[src/rtl/aos_pkg.sv]
// Constants and types for the analog output scaling block
package aos_pkg;

    localparam int              CHANNELS     = 4;
    localparam int              VAL_W        = 16;
    localparam int              DIFF_W       = 17;
    localparam int              PROD_W       = 34;
    localparam int              DIGITS_W     = 3;

    localparam logic [15:0]     IDX_IN_LOW   = 16'h7320;
    localparam logic [15:0]     IDX_OUT_LOW  = 16'h7321;
    localparam logic [15:0]     IDX_IN_HIGH  = 16'h7322;
    localparam logic [15:0]     IDX_OUT_HIGH = 16'h7323;
    localparam logic [15:0]     IDX_DRIVE    = 16'h7330;

    localparam logic [7:0]      SUB_COUNT    = 8'h04;

    localparam logic [15:0]     RST_IN_LOW   = 16'h01f4;
    localparam logic [15:0]     RST_OUT_LOW  = 16'h0000;
    localparam logic [15:0]     RST_IN_HIGH  = 16'h1194;
    localparam logic [15:0]     RST_OUT_HIGH = 16'h05dc;
    localparam logic [15:0]     RST_DRIVE    = 16'h0000;

    localparam logic [2:0]      DIGITS_MAX   = 3'h4;

    localparam logic [2:0]      KIND_NONE     = 3'h0;
    localparam logic [2:0]      KIND_IN_LOW   = 3'h1;
    localparam logic [2:0]      KIND_OUT_LOW  = 3'h2;
    localparam logic [2:0]      KIND_IN_HIGH  = 3'h3;
    localparam logic [2:0]      KIND_OUT_HIGH = 3'h4;
    localparam logic [2:0]      KIND_DRIVE    = 3'h5;

    typedef enum logic [0:0] {
        ST_LOAD = 1'b0,
        ST_WAIT = 1'b1
    } aos_state_type;

endpackage

[src/rtl/aos_divider.sv]
// Unsigned restoring divider, one quotient bit per cycle
module aos_divider #(
    parameter int NUM_W = 34,
    parameter int DEN_W = 17
) (
    input  wire logic             sys_clk,
    input  wire logic             nrst,
    input  wire logic             ce,
    input  wire logic             start,
    input  wire logic [NUM_W-1:0] dividend,
    input  wire logic [DEN_W-1:0] divisor,
    output logic                  done,
    output logic      [NUM_W-1:0] quotient
);
    localparam int          CNT_W = $clog2(NUM_W + 1);
    localparam logic [CNT_W-1:0] CNT_FULL = CNT_W'(NUM_W);

    logic [NUM_W-1:0] quo_reg, quo_next;
    logic [DEN_W-1:0] rem_reg, rem_next;
    logic [DEN_W-1:0] den_reg, den_next;
    logic [CNT_W-1:0] cnt_reg, cnt_next;
    logic             busy_reg, busy_next;
    logic             done_reg, done_next;
    logic [DEN_W:0]   trial;
    logic             fits;

    // ------------------------------------------------------------
    // Next state
    // ------------------------------------------------------------
    always_comb begin
        quo_next  = quo_reg;
        rem_next  = rem_reg;
        den_next  = den_reg;
        cnt_next  = cnt_reg;
        busy_next = busy_reg;
        done_next = 1'b0;
        trial     = {rem_reg, quo_reg[NUM_W-1]};
        fits      = trial >= {1'b0, den_reg};
        if (start) begin
            quo_next  = dividend;
            rem_next  = '0;
            den_next  = divisor;
            cnt_next  = CNT_FULL;
            busy_next = 1'b1;
        end else if (busy_reg) begin
            quo_next = {quo_reg[NUM_W-2:0], fits};
            rem_next = fits ? DEN_W'(trial - {1'b0, den_reg}) : trial[DEN_W-1:0];
            cnt_next = cnt_reg - 1'b1;
            if (cnt_reg == CNT_W'(1)) begin
                busy_next = 1'b0;
                done_next = 1'b1;
            end
        end
    end

    // ------------------------------------------------------------
    // Registers
    // ------------------------------------------------------------
    always_ff @(posedge sys_clk or negedge nrst) begin
        if (!nrst) begin
            quo_reg  <= '0;
            rem_reg  <= '0;
            den_reg  <= '0;
            cnt_reg  <= '0;
            busy_reg <= 1'b0;
            done_reg <= 1'b0;
        end else if (ce) begin
            quo_reg  <= quo_next;
            rem_reg  <= rem_next;
            den_reg  <= den_next;
            cnt_reg  <= cnt_next;
            busy_reg <= busy_next;
            done_reg <= done_next;
        end
    end

    assign done     = done_reg;
    assign quotient = quo_reg;
endmodule

[src/rtl/aos_scaler.sv]
// Four-channel analog output scaling with object dictionary access
// Operation
// Configurator keeps lower input breakpoint strictly below upper input breakpoint.
// Input breakpoints share the process-value decimal-digit resolution.
// Input at or below lower breakpoint gives lower output breakpoint.
// Input at or above upper breakpoint gives upper output breakpoint.
// Lower output above upper output is accepted, giving inverse response.
// Output breakpoints and field value share field-value digit resolution.
// Output breakpoints accept any value of the output range.
// Field value per channel is read-only signed 16-bit entry.
// Default input breakpoints are 500 and 4500 millivolts.
// Default output breakpoints are 0 and 1500 milliamperes.
// Sub-index zero reads 4; sub-indices 1 to 4 pick channels.
// Configurator should match input breakpoints to control source scaling.
// Process-value decimal digits range 0 to 4 on signed 16-bit data.
// Between input breakpoints, output interpolates linearly.
module aos_scaler
    import aos_pkg::*;
(
    input  wire logic                                      sys_clk,
    input  wire logic                                      nrst,
    input  wire logic                                      ce,
    input  wire logic                                      objRead,
    input  wire logic                                      objWrite,
    input  wire logic [15:0]                               objIndex,
    input  wire logic [7:0]                                objSubIndex,
    input  wire logic [aos_pkg::VAL_W-1:0]                 objWriteData,
    output logic      [aos_pkg::VAL_W-1:0]                 objReadData,
    output logic                                           objAck,
    output logic                                           objRefused,
    input  wire logic [aos_pkg::CHANNELS-1:0][aos_pkg::VAL_W-1:0]    processValue,
    input  wire logic [aos_pkg::CHANNELS-1:0][aos_pkg::DIGITS_W-1:0] procDigits,
    input  wire logic [aos_pkg::CHANNELS-1:0][aos_pkg::DIGITS_W-1:0] fieldDigits,
    output logic      [aos_pkg::CHANNELS-1:0][aos_pkg::VAL_W-1:0]    driveValue,
    output logic      [aos_pkg::CHANNELS-1:0]                        digitsFault
);
    import aos_pkg::*;

    localparam int CH_W = $clog2(CHANNELS);

    // ------------------------------------------------------------
    // Object index decode
    // ------------------------------------------------------------
    function automatic logic [2:0] objKind(input logic [15:0] idx);
        case (idx)
            IDX_IN_LOW:   objKind = KIND_IN_LOW;
            IDX_OUT_LOW:  objKind = KIND_OUT_LOW;
            IDX_IN_HIGH:  objKind = KIND_IN_HIGH;
            IDX_OUT_HIGH: objKind = KIND_OUT_HIGH;
            IDX_DRIVE:    objKind = KIND_DRIVE;
            default:      objKind = KIND_NONE;
        endcase
    endfunction

    logic [VAL_W-1:0] inLow_reg   [CHANNELS], inLow_next   [CHANNELS];
    logic [VAL_W-1:0] outLow_reg  [CHANNELS], outLow_next  [CHANNELS];
    logic [VAL_W-1:0] inHigh_reg  [CHANNELS], inHigh_next  [CHANNELS];
    logic [VAL_W-1:0] outHigh_reg [CHANNELS], outHigh_next [CHANNELS];
    logic [VAL_W-1:0] readData_reg, readData_next;
    logic             ack_reg, ack_next;
    logic             refused_reg, refused_next;
    logic [2:0]       kind;
    logic             subOk;
    logic [CH_W-1:0]  subCh;

    // ------------------------------------------------------------
    // Object access
    // ------------------------------------------------------------
    always_comb begin
        inLow_next    = inLow_reg;
        outLow_next   = outLow_reg;
        inHigh_next   = inHigh_reg;
        outHigh_next  = outHigh_reg;
        readData_next = readData_reg;
        ack_next      = 1'b0;
        refused_next  = 1'b0;
        kind          = objKind(objIndex);
        subOk         = (objSubIndex != 8'h00) && (objSubIndex <= SUB_COUNT);
        subCh         = CH_W'(objSubIndex - 8'h01);
        if (objWrite) begin
            // Breakpoints writable with any value
            // any output value
            if (subOk && kind != KIND_NONE && kind != KIND_DRIVE) begin
                ack_next = 1'b1;
                case (kind)
                    KIND_IN_LOW:   inLow_next[subCh]   = objWriteData;
                    KIND_OUT_LOW:  outLow_next[subCh]  = objWriteData;
                    KIND_IN_HIGH:  inHigh_next[subCh]  = objWriteData;
                    KIND_OUT_HIGH: outHigh_next[subCh] = objWriteData;
                    default:       ack_next = 1'b0;
                endcase
            end else begin
                // field value read-only
                refused_next = 1'b1;
            end
        end else if (objRead) begin
            if (kind == KIND_NONE) begin
                refused_next = 1'b1;
            end else if (objSubIndex == 8'h00) begin
                // highest sub-index
                readData_next = {8'h00, SUB_COUNT};
                ack_next      = 1'b1;
            end else if (subOk) begin
                ack_next = 1'b1;
                case (kind)
                    KIND_IN_LOW:   readData_next = inLow_reg[subCh];
                    KIND_OUT_LOW:  readData_next = outLow_reg[subCh];
                    KIND_IN_HIGH:  readData_next = inHigh_reg[subCh];
                    KIND_OUT_HIGH: readData_next = outHigh_reg[subCh];
                    default:       readData_next = driveValue[subCh];
                endcase
            end else begin
                refused_next = 1'b1;
            end
        end
    end

    always_ff @(posedge sys_clk or negedge nrst) begin
        if (!nrst) begin
            for (int i = 0; i < CHANNELS; i++) begin
                // input defaults
                inLow_reg[i]   <= RST_IN_LOW;
                inHigh_reg[i]  <= RST_IN_HIGH;
                // output defaults
                outLow_reg[i]  <= RST_OUT_LOW;
                outHigh_reg[i] <= RST_OUT_HIGH;
            end
            readData_reg <= '0;
            ack_reg      <= 1'b0;
            refused_reg  <= 1'b0;
        end else if (ce) begin
            inLow_reg    <= inLow_next;
            outLow_reg   <= outLow_next;
            inHigh_reg   <= inHigh_next;
            outHigh_reg  <= outHigh_next;
            readData_reg <= readData_next;
            ack_reg      <= ack_next;
            refused_reg  <= refused_next;
        end
    end

    assign objReadData = readData_reg;
    assign objAck      = ack_reg;
    assign objRefused  = refused_reg;

    // ------------------------------------------------------------
    // Channel scaling sequencer
    // ------------------------------------------------------------
    aos_state_type                              state_reg, state_next;
    logic [CH_W-1:0]                            chan_reg, chan_next;
    logic [CHANNELS-1:0][VAL_W-1:0]             drive_reg, drive_next;
    logic [CHANNELS-1:0]                        fault_reg, fault_next;
    logic [VAL_W-1:0]                           baseHeld_reg, baseHeld_next;
    logic                                       negHeld_reg, negHeld_next;
    logic signed [DIFF_W-1:0]                   relIn, spanIn, spanOut;
    logic [DIFF_W-1:0]                          magOut;
    logic [PROD_W-1:0]                          product;
    logic [PROD_W-1:0]                          quotient;
    logic [DIFF_W-1:0]                          quoShort;
    logic [DIFF_W-1:0]                          sum;
    logic                                       divStart;
    logic                                       divDone;

    always_comb begin
        state_next    = state_reg;
        chan_next     = chan_reg;
        drive_next    = drive_reg;
        fault_next    = fault_reg;
        baseHeld_next = baseHeld_reg;
        negHeld_next  = negHeld_reg;
        divStart      = 1'b0;
        // same resolution on both sides cancels
        relIn   = $signed({processValue[chan_reg][VAL_W-1], processValue[chan_reg]})
                - $signed({inLow_reg[chan_reg][VAL_W-1], inLow_reg[chan_reg]});
        spanIn  = $signed({inHigh_reg[chan_reg][VAL_W-1], inHigh_reg[chan_reg]})
                - $signed({inLow_reg[chan_reg][VAL_W-1], inLow_reg[chan_reg]});
        // signed span allows inverse slope
        spanOut = $signed({outHigh_reg[chan_reg][VAL_W-1], outHigh_reg[chan_reg]})
                - $signed({outLow_reg[chan_reg][VAL_W-1], outLow_reg[chan_reg]});
        magOut  = spanOut[DIFF_W-1] ? DIFF_W'(-spanOut) : DIFF_W'(spanOut);
        product = PROD_W'(relIn[DIFF_W-2:0]) * PROD_W'(magOut);
        quoShort = quotient[DIFF_W-1:0];
        sum     = {baseHeld_reg[VAL_W-1], baseHeld_reg}
                + (negHeld_reg ? DIFF_W'(-quoShort) : quoShort);
        case (state_reg)
            ST_LOAD: begin
                chan_next = chan_reg + 1'b1;
                // digit settings 0 to 4
                if (procDigits[chan_reg] > DIGITS_MAX || fieldDigits[chan_reg] > DIGITS_MAX) begin
                    fault_next[chan_reg] = 1'b1;
                end else if (!relIn[DIFF_W-1] && relIn != '0 && $signed(relIn) < spanIn) begin
                    // interior interpolation
                    fault_next[chan_reg] = 1'b0;
                    baseHeld_next = outLow_reg[chan_reg];
                    negHeld_next  = spanOut[DIFF_W-1];
                    divStart      = 1'b1;
                    chan_next     = chan_reg;
                    state_next    = ST_WAIT;
                end else if (relIn[DIFF_W-1] || relIn == '0) begin
                    // clamp low; under R01 violation, input above lower breakpoint clamps high
                    fault_next[chan_reg] = 1'b0;
                    drive_next[chan_reg] = outLow_reg[chan_reg];
                end else begin
                    // clamp high
                    fault_next[chan_reg] = 1'b0;
                    drive_next[chan_reg] = outHigh_reg[chan_reg];
                end
            end
            ST_WAIT: begin
                if (divDone) begin
                    // result in output units
                    drive_next[chan_reg] = sum[VAL_W-1:0];
                    chan_next            = chan_reg + 1'b1;
                    state_next           = ST_LOAD;
                end
            end
            default: begin
                state_next = ST_LOAD;
            end
        endcase
    end

    always_ff @(posedge sys_clk or negedge nrst) begin
        if (!nrst) begin
            state_reg    <= ST_LOAD;
            chan_reg     <= '0;
            drive_reg    <= {CHANNELS{RST_DRIVE}};
            fault_reg    <= '0;
            baseHeld_reg <= '0;
            negHeld_reg  <= 1'b0;
        end else if (ce) begin
            state_reg    <= state_next;
            chan_reg     <= chan_next;
            drive_reg    <= drive_next;
            fault_reg    <= fault_next;
            baseHeld_reg <= baseHeld_next;
            negHeld_reg  <= negHeld_next;
        end
    end

    aos_divider #(
        .NUM_W (PROD_W),
        .DEN_W (DIFF_W)
    ) u_divider (
        .sys_clk  (sys_clk),
        .nrst     (nrst),
        .ce       (ce),
        .start    (divStart),
        .dividend (product),
        .divisor  (DIFF_W'(spanIn)),
        .done     (divDone),
        .quotient (quotient)
    );

    assign driveValue  = drive_reg;
    assign digitsFault = fault_reg;
endmodule

[config.mk]
export PLATFORM = sky130hd
export DESIGN_NAME = aos_scaler
export DESIGN_NICKNAME = d
export VERILOG_FILES = /design/src/rtl/aos_pkg.sv /design/src/rtl/aos_divider.sv /design/src/rtl/aos_scaler.sv
export SDC_FILE = /design/constraint.sdc
export NUM_CORES = 2
export LEC_CHECK = 0
export BUFFER_PORTS_ARGS = -buffer_cell sky130_fd_sc_hd__buf_2
export CAP_MARGIN = 5
export CORE_MARGIN = 3
export CORE_UTILIZATION = 60
export CTS_CLUSTER_SIZE = 14
export DETAILED_ROUTE_END_ITERATION = 6
export PLACE_DENSITY = 0.78
export SYNTH_ARGS = -nofsm -noshare
export SYNTH_HDL_FRONTEND = slang
export SYNTH_SLANG_ARGS = --single-unit
[constraint.sdc]
create_clock -name sys_clk -period 16.8 [get_ports sys_clk]
set_clock_uncertainty 0.2 [all_clocks]
set_input_delay 5.04 -clock sys_clk [delete_from_list [all_inputs] [get_ports sys_clk]]
set_output_delay 5.04 -clock sys_clk [all_outputs]
set_load 0.005 [all_outputs]
; Yosys cells after proc, flatten, opt, wreduce, memory -nomap -nowiden
; Index checks and enable logic that the tools add are counted.
[totals]
ff_bits = 438
input_bits = 133
word_cells = 202
output_inout_bits = 86
[op_classes]
addsub = 10
multipliers = 1
bitwise = 9
n_eq_ne = 15
reduce_logical = 30
muxes = 92
magnitude_cmp = 11
[ops]
columns = operator, n
row1 = 64-bit bitwise mux, 7
row2 = 16-bit 2-to-1 mux, 23
row3 = 16-bit binary-select mux with 2-bit select, 10
row4 = 64-bit 2-to-1 mux, 4
row5 = 64-bit case mux with 2 select lines, 1
row6 = "16-bit by 15-bit equality test with 1-bit output, second input constant", 5
row7 = 17-bit 2-to-1 mux, 4
row8 = 34-bit 2-to-1 mux, 2
row9 = 16-bit demux with 2-bit select, 2
row10 = 16-bit case mux with 4 select lines, 1
row11 = 16-bit by 16-bit subtractor with 17-bit output, 3
row12 = 16-bit by 17-bit multiplier with 33-bit output, 1
row13 = 1-bit 2-to-1 mux, 24
row14 = 4-bit AND reduction, 6
row15 = 18-bit by 17-bit greater-or-equal comparator with 1-bit output, 1
row16 = 17-bit logical NOT, 1
row17 = 17-bit less-than comparator, 1
row18 = 17-bit negator, 1
row19 = 17-bit nonzero test, 1
row20 = 17-bit subtractor, 1
row21 = 16-bit adder, 1
row22 = 16-bit negator, 1
row23 = 3-bit case mux with 5 select lines, 1
row24 = 3-bit binary-select mux with 2-bit select, 2
row25 = other kinds (40), 64

; Logic depth before layout (Yosys ltp)
[logic_depth]
depth_word = 13
ltp_mapped = 41
ltp_nobuf = 36

; Hierarchy
; From an unflattened synthesis, not the netlist that was laid out.
[hier_totals]
cells_unflattened = 3281
hier_area_um2 = 35599.1
[by_module_without_submodules]
columns = mod, area_per_inst_um2, seq_area_each_um2, instances, cells_each
row1 = aos_scaler, 31435.1, 9148.8, 1, 2827
row2 = aos_divider, 4164.0, 1901.8, 1, 454

; Worst setup path after synthesis
; No wires, ideal clock.
[synth_timing]
path_kind = input to register
start = input port processValue[48] in the netlist's numbering
end = register u_divider.quo_reg[30], in the netlist u_divider.quotient[30]
setup_slack_ns = 3.646
stages = 30
arrival_ns = 12.831
required_time_ns = 16.477
n_path_buf = 1
setup_ns = 0.123
cell_sequence = mux4_2 inv_1 ha_1 inv_1 fa_1 a211oi_2 o21a_1 o21ai_2 a221oi_1 xor2_1 clkbuf_1 a21oi_1 fa_1 fa_1 fa_1 fa_1 fa_1 inv_1 fa_1 inv_1 ha_1 and3_1 a221oi_1 a2bb2oi_1 o31ai_1 o211ai_1 o21ai_0 o31ai_1 xnor2_1 o221a_2
[synth_between]
elab_chain_len = 11
elab_cells_between_ends = 15
[synth_rtl]
columns = element, line
row1 = from (decl), aos_scaler.sv:31  ; input wire logic [aos_pkg::CHANNELS-1:0][aos_pkg::VAL_W-1:0] processValue,
row2 = 16-bit binary-select mux with 2-bit select (*), aos_scaler.sv:173  ; relIn = $signed({processValue[chan_reg][VAL_W-1], processValue[chan_reg]})
row3 = 16-bit 2-to-1 mux (not written as such) (*), aos_scaler.sv:173
row4 = 16-bit by 16-bit subtractor with 17-bit output (*), aos_scaler.sv:174  ; - $signed({inLow_reg[chan_reg][VAL_W-1], inLow_reg[chan_reg]});
row5 = branches (longest 8 deep; another with 16-bit by 17-bit multiplier with 33-bit output), -
row6 = to (signal assigned), aos_divider.sv:68  ; quo_reg <= quo_next;
row7 = to (decl), aos_divider.sv:18  ; logic [NUM_W-1:0] quo_reg, quo_next;
; Every way passes the cells marked *. The select of a mux whose other input is x is not followed.
; A chain may end at the register's enable or synchronous reset.

; Worst setup path in the final report
[layout_timing]
start = input port processValue[58] in the netlist's numbering
end = register u_divider.quo_reg[30], in the netlist u_divider.quotient[30]
; The elaborated chain is that of the path after synthesis.

==> run metrics <==
outcome finished, final reports clean; clk_lat worst skew 0.61 ns; WS Path Type in2reg; hold_buf cts 0; I/O Pins 219; row count 90; Final GP Congestion 1.08; post-CTS resize count 0; vias 29.3k; number of synthesized flops with an enable pin 0; # port buffers 218; Die ar. 64,200 um^2; area grow syn2layout 9.26%; Initial Util 0.608; Core ar. 60,500 um^2; class of the worst hold path reg2reg; H-tree depth 2; Slew @ Worst Pin 1.29 ns; Clock Path Buffers 3; layout cells sized above 1 0.253; cell taking the most area after synthesis dfrtp_1; Tcrit/Tclk final 0.809; Max Cap Viol 0; maximum fanout along the worst path 15; flops & latches, synth 438; Num CTS Buffers 47; most common cell after layout, fill and taps aside dfrtp_1; crit path from processValue[58]; Vias per Instance 6.63; largest net degree at the start of global routing 176; commonest cells after routing, fill and taps aside dfrtp_1, inv_1, mux2_2; routed wire length 111 mm; Slew Viols, Final 0; Top FF cell, synth dfrtp_1; final hold slack 0.282 ns; Synth Instances 3,464; fmax 0.0736 GHz; r2r endpoint u_divider.quotient[30]; DIE WIDTH 253 um; first-pass GRT wire length 172 mm; sequential fraction of the synthesis area 0.301; top cell type's share of synthesized area 0.249; vias in the first global route 29.1k; overflow left after global routing 0; asr flop ratio synth 1.00; Post-route DRC 0; Hold Vio Cnt, Final 0; WL per Instance 25.2 um; Worst Path Required 17.08 ns; chip height 253 um; top post-synthesis cells by area dfrtp_1, fa_1, mux2_2; mapped cell area 36,700 um^2; relative slew slack 0.133; R2R cell count 34; # setup viols final 0; Setup crit end u_divider.quotient[30]; FF-to-FF Start chan_reg[1]; Pre-Repair DR Iteration Count 5; initial antenna violation count 8; CP Launch Type primary input; Critical Path AT 13.87 ns; CTS tree built; Post-CTS Repair Setup Buffers 0; register clock-pin slew on the reported worst setup and hold paths 0.06 ns; min cycle time layout 13.59 ns; final net count 4,151; flop2flop setup slack 4.80 ns; CP endpoint kind flop; Ys Warns 0; initial drt markers 2,995; clock root buffer clkbuf_16; hpwl dp 81.8 mm; Synth cell types 100; Total Neg Setup Slack 0 ns; all-layer global routing usage 0.348; ANT nets after route 0; RSZ-0062 raised after global routing no; Clock Sinks 438; Mean Syn Cell Area 10.6 um^2; Net Count, Synth 4,024
-- Yosys cell counts, types with 48 or more instances --
cell,count
clkbuf_1,121
mux2_2,293
o21ai_0,225
inv_1,328
fa_1,213
dfstp_2,72
nor3_1,85
xnor2_1,56
nand2_1,165
a21oi_1,141
nor2_1,163
ha_1,214
mux4_2,114
mux2i_1,117
dfrtp_1,366
o21a_1,48
nand3_1,75
-- logic make-up after synthesis --
family | count (synthesis) | share of synthesized area
AND/OR/NAND/NOR | 668 | 0.0887
buffers and inverters | 525 | 0.0556
AO/OA/AOI/OAI | 750 | 0.135
flip-flops | 438 | 0.301
adder cells (fa/ha/maj) | 427 | 0.189
XOR/XNOR | 92 | 0.0228
multiplexers | 564 | 0.208
-- critical path: stages --
cell and delay [ns]:
buf_2 0.09, mux4_2 0.47, ha_1 0.40, a21oi_1 0.28, o211ai_1 0.14, a2111oi_0 0.58, nand3_1 0.69, inv_1 0.46
nand3_1 0.19, fa_1 0.58, fa_1 0.50, inv_1 0.05, fa_1 0.49, fa_1 0.43, fa_1 0.49, inv_1 0.05
fa_1 0.47, inv_1 0.04, ha_1 0.33, a21o_1 0.21, a221oi_1 0.51, a2bb2oi_1 0.20, o31ai_1 0.13, o211ai_1 0.26
o21ai_0 0.19, o31ai_1 0.27, xnor2_1 0.10, o221a_2 0.24
-- per-layer routing --
layer	up-vias	global-route usage	wire [um]
met3	391	0.0806	10400
li1	12701	-	-
met1	14660	0.446	42400
met4	2	0.175	6470
met2	1541	0.558	52100
met5	-	0	13
-- layout make-up --
class                      count  area [um^2]
sequential                   438        11100
timing repair buffer         267         1490
fill                        4659        20300
inverter                     336         1260
clock buffer                  70         1390
clock inverter                17          282
multi-input combinational   2501        23700
tap                          782          978
antenna                       10         25.0
-- how the worst min path moves through the flow --
stage	cells after the start	slack, ns	start	endpoint
global route	1	0.31	objReadData[4]	objReadData[4]
floorplan	2	0.25	u_divider.den_reg[15]	u_divider.den_reg[15]
detailed placement	2	0.27	u_divider.den_reg[13]	u_divider.den_reg[13]
global placement	2	0.26	u_divider.den_reg[11]	u_divider.den_reg[11]
CTS	2	0.29	u_divider.den_reg[13]	u_divider.den_reg[13]
finish	2	0.28	u_divider.den_reg[13]	u_divider.den_reg[13]
-- stage by stage --
stage / area, um^2 / worst slack (ns) / utilization / cells
CTS: 40100 / 3.36 / 0.664 / 4411
floorplan: 36700 / 3.65 / - / 3464
global route: 40100 / 2.68 / 0.664 / 4415
finish: 40100 / 3.21 / 0.664 / 4421
global placement: 38500 / 2.84 / 0.636 / 4324
detailed placement: 38500 / 2.73 / 0.636 / 4324
Power is left out: the tool's default activity adds up to more than one toggle a clock period on the data nets, which glitch-free logic cannot reach.
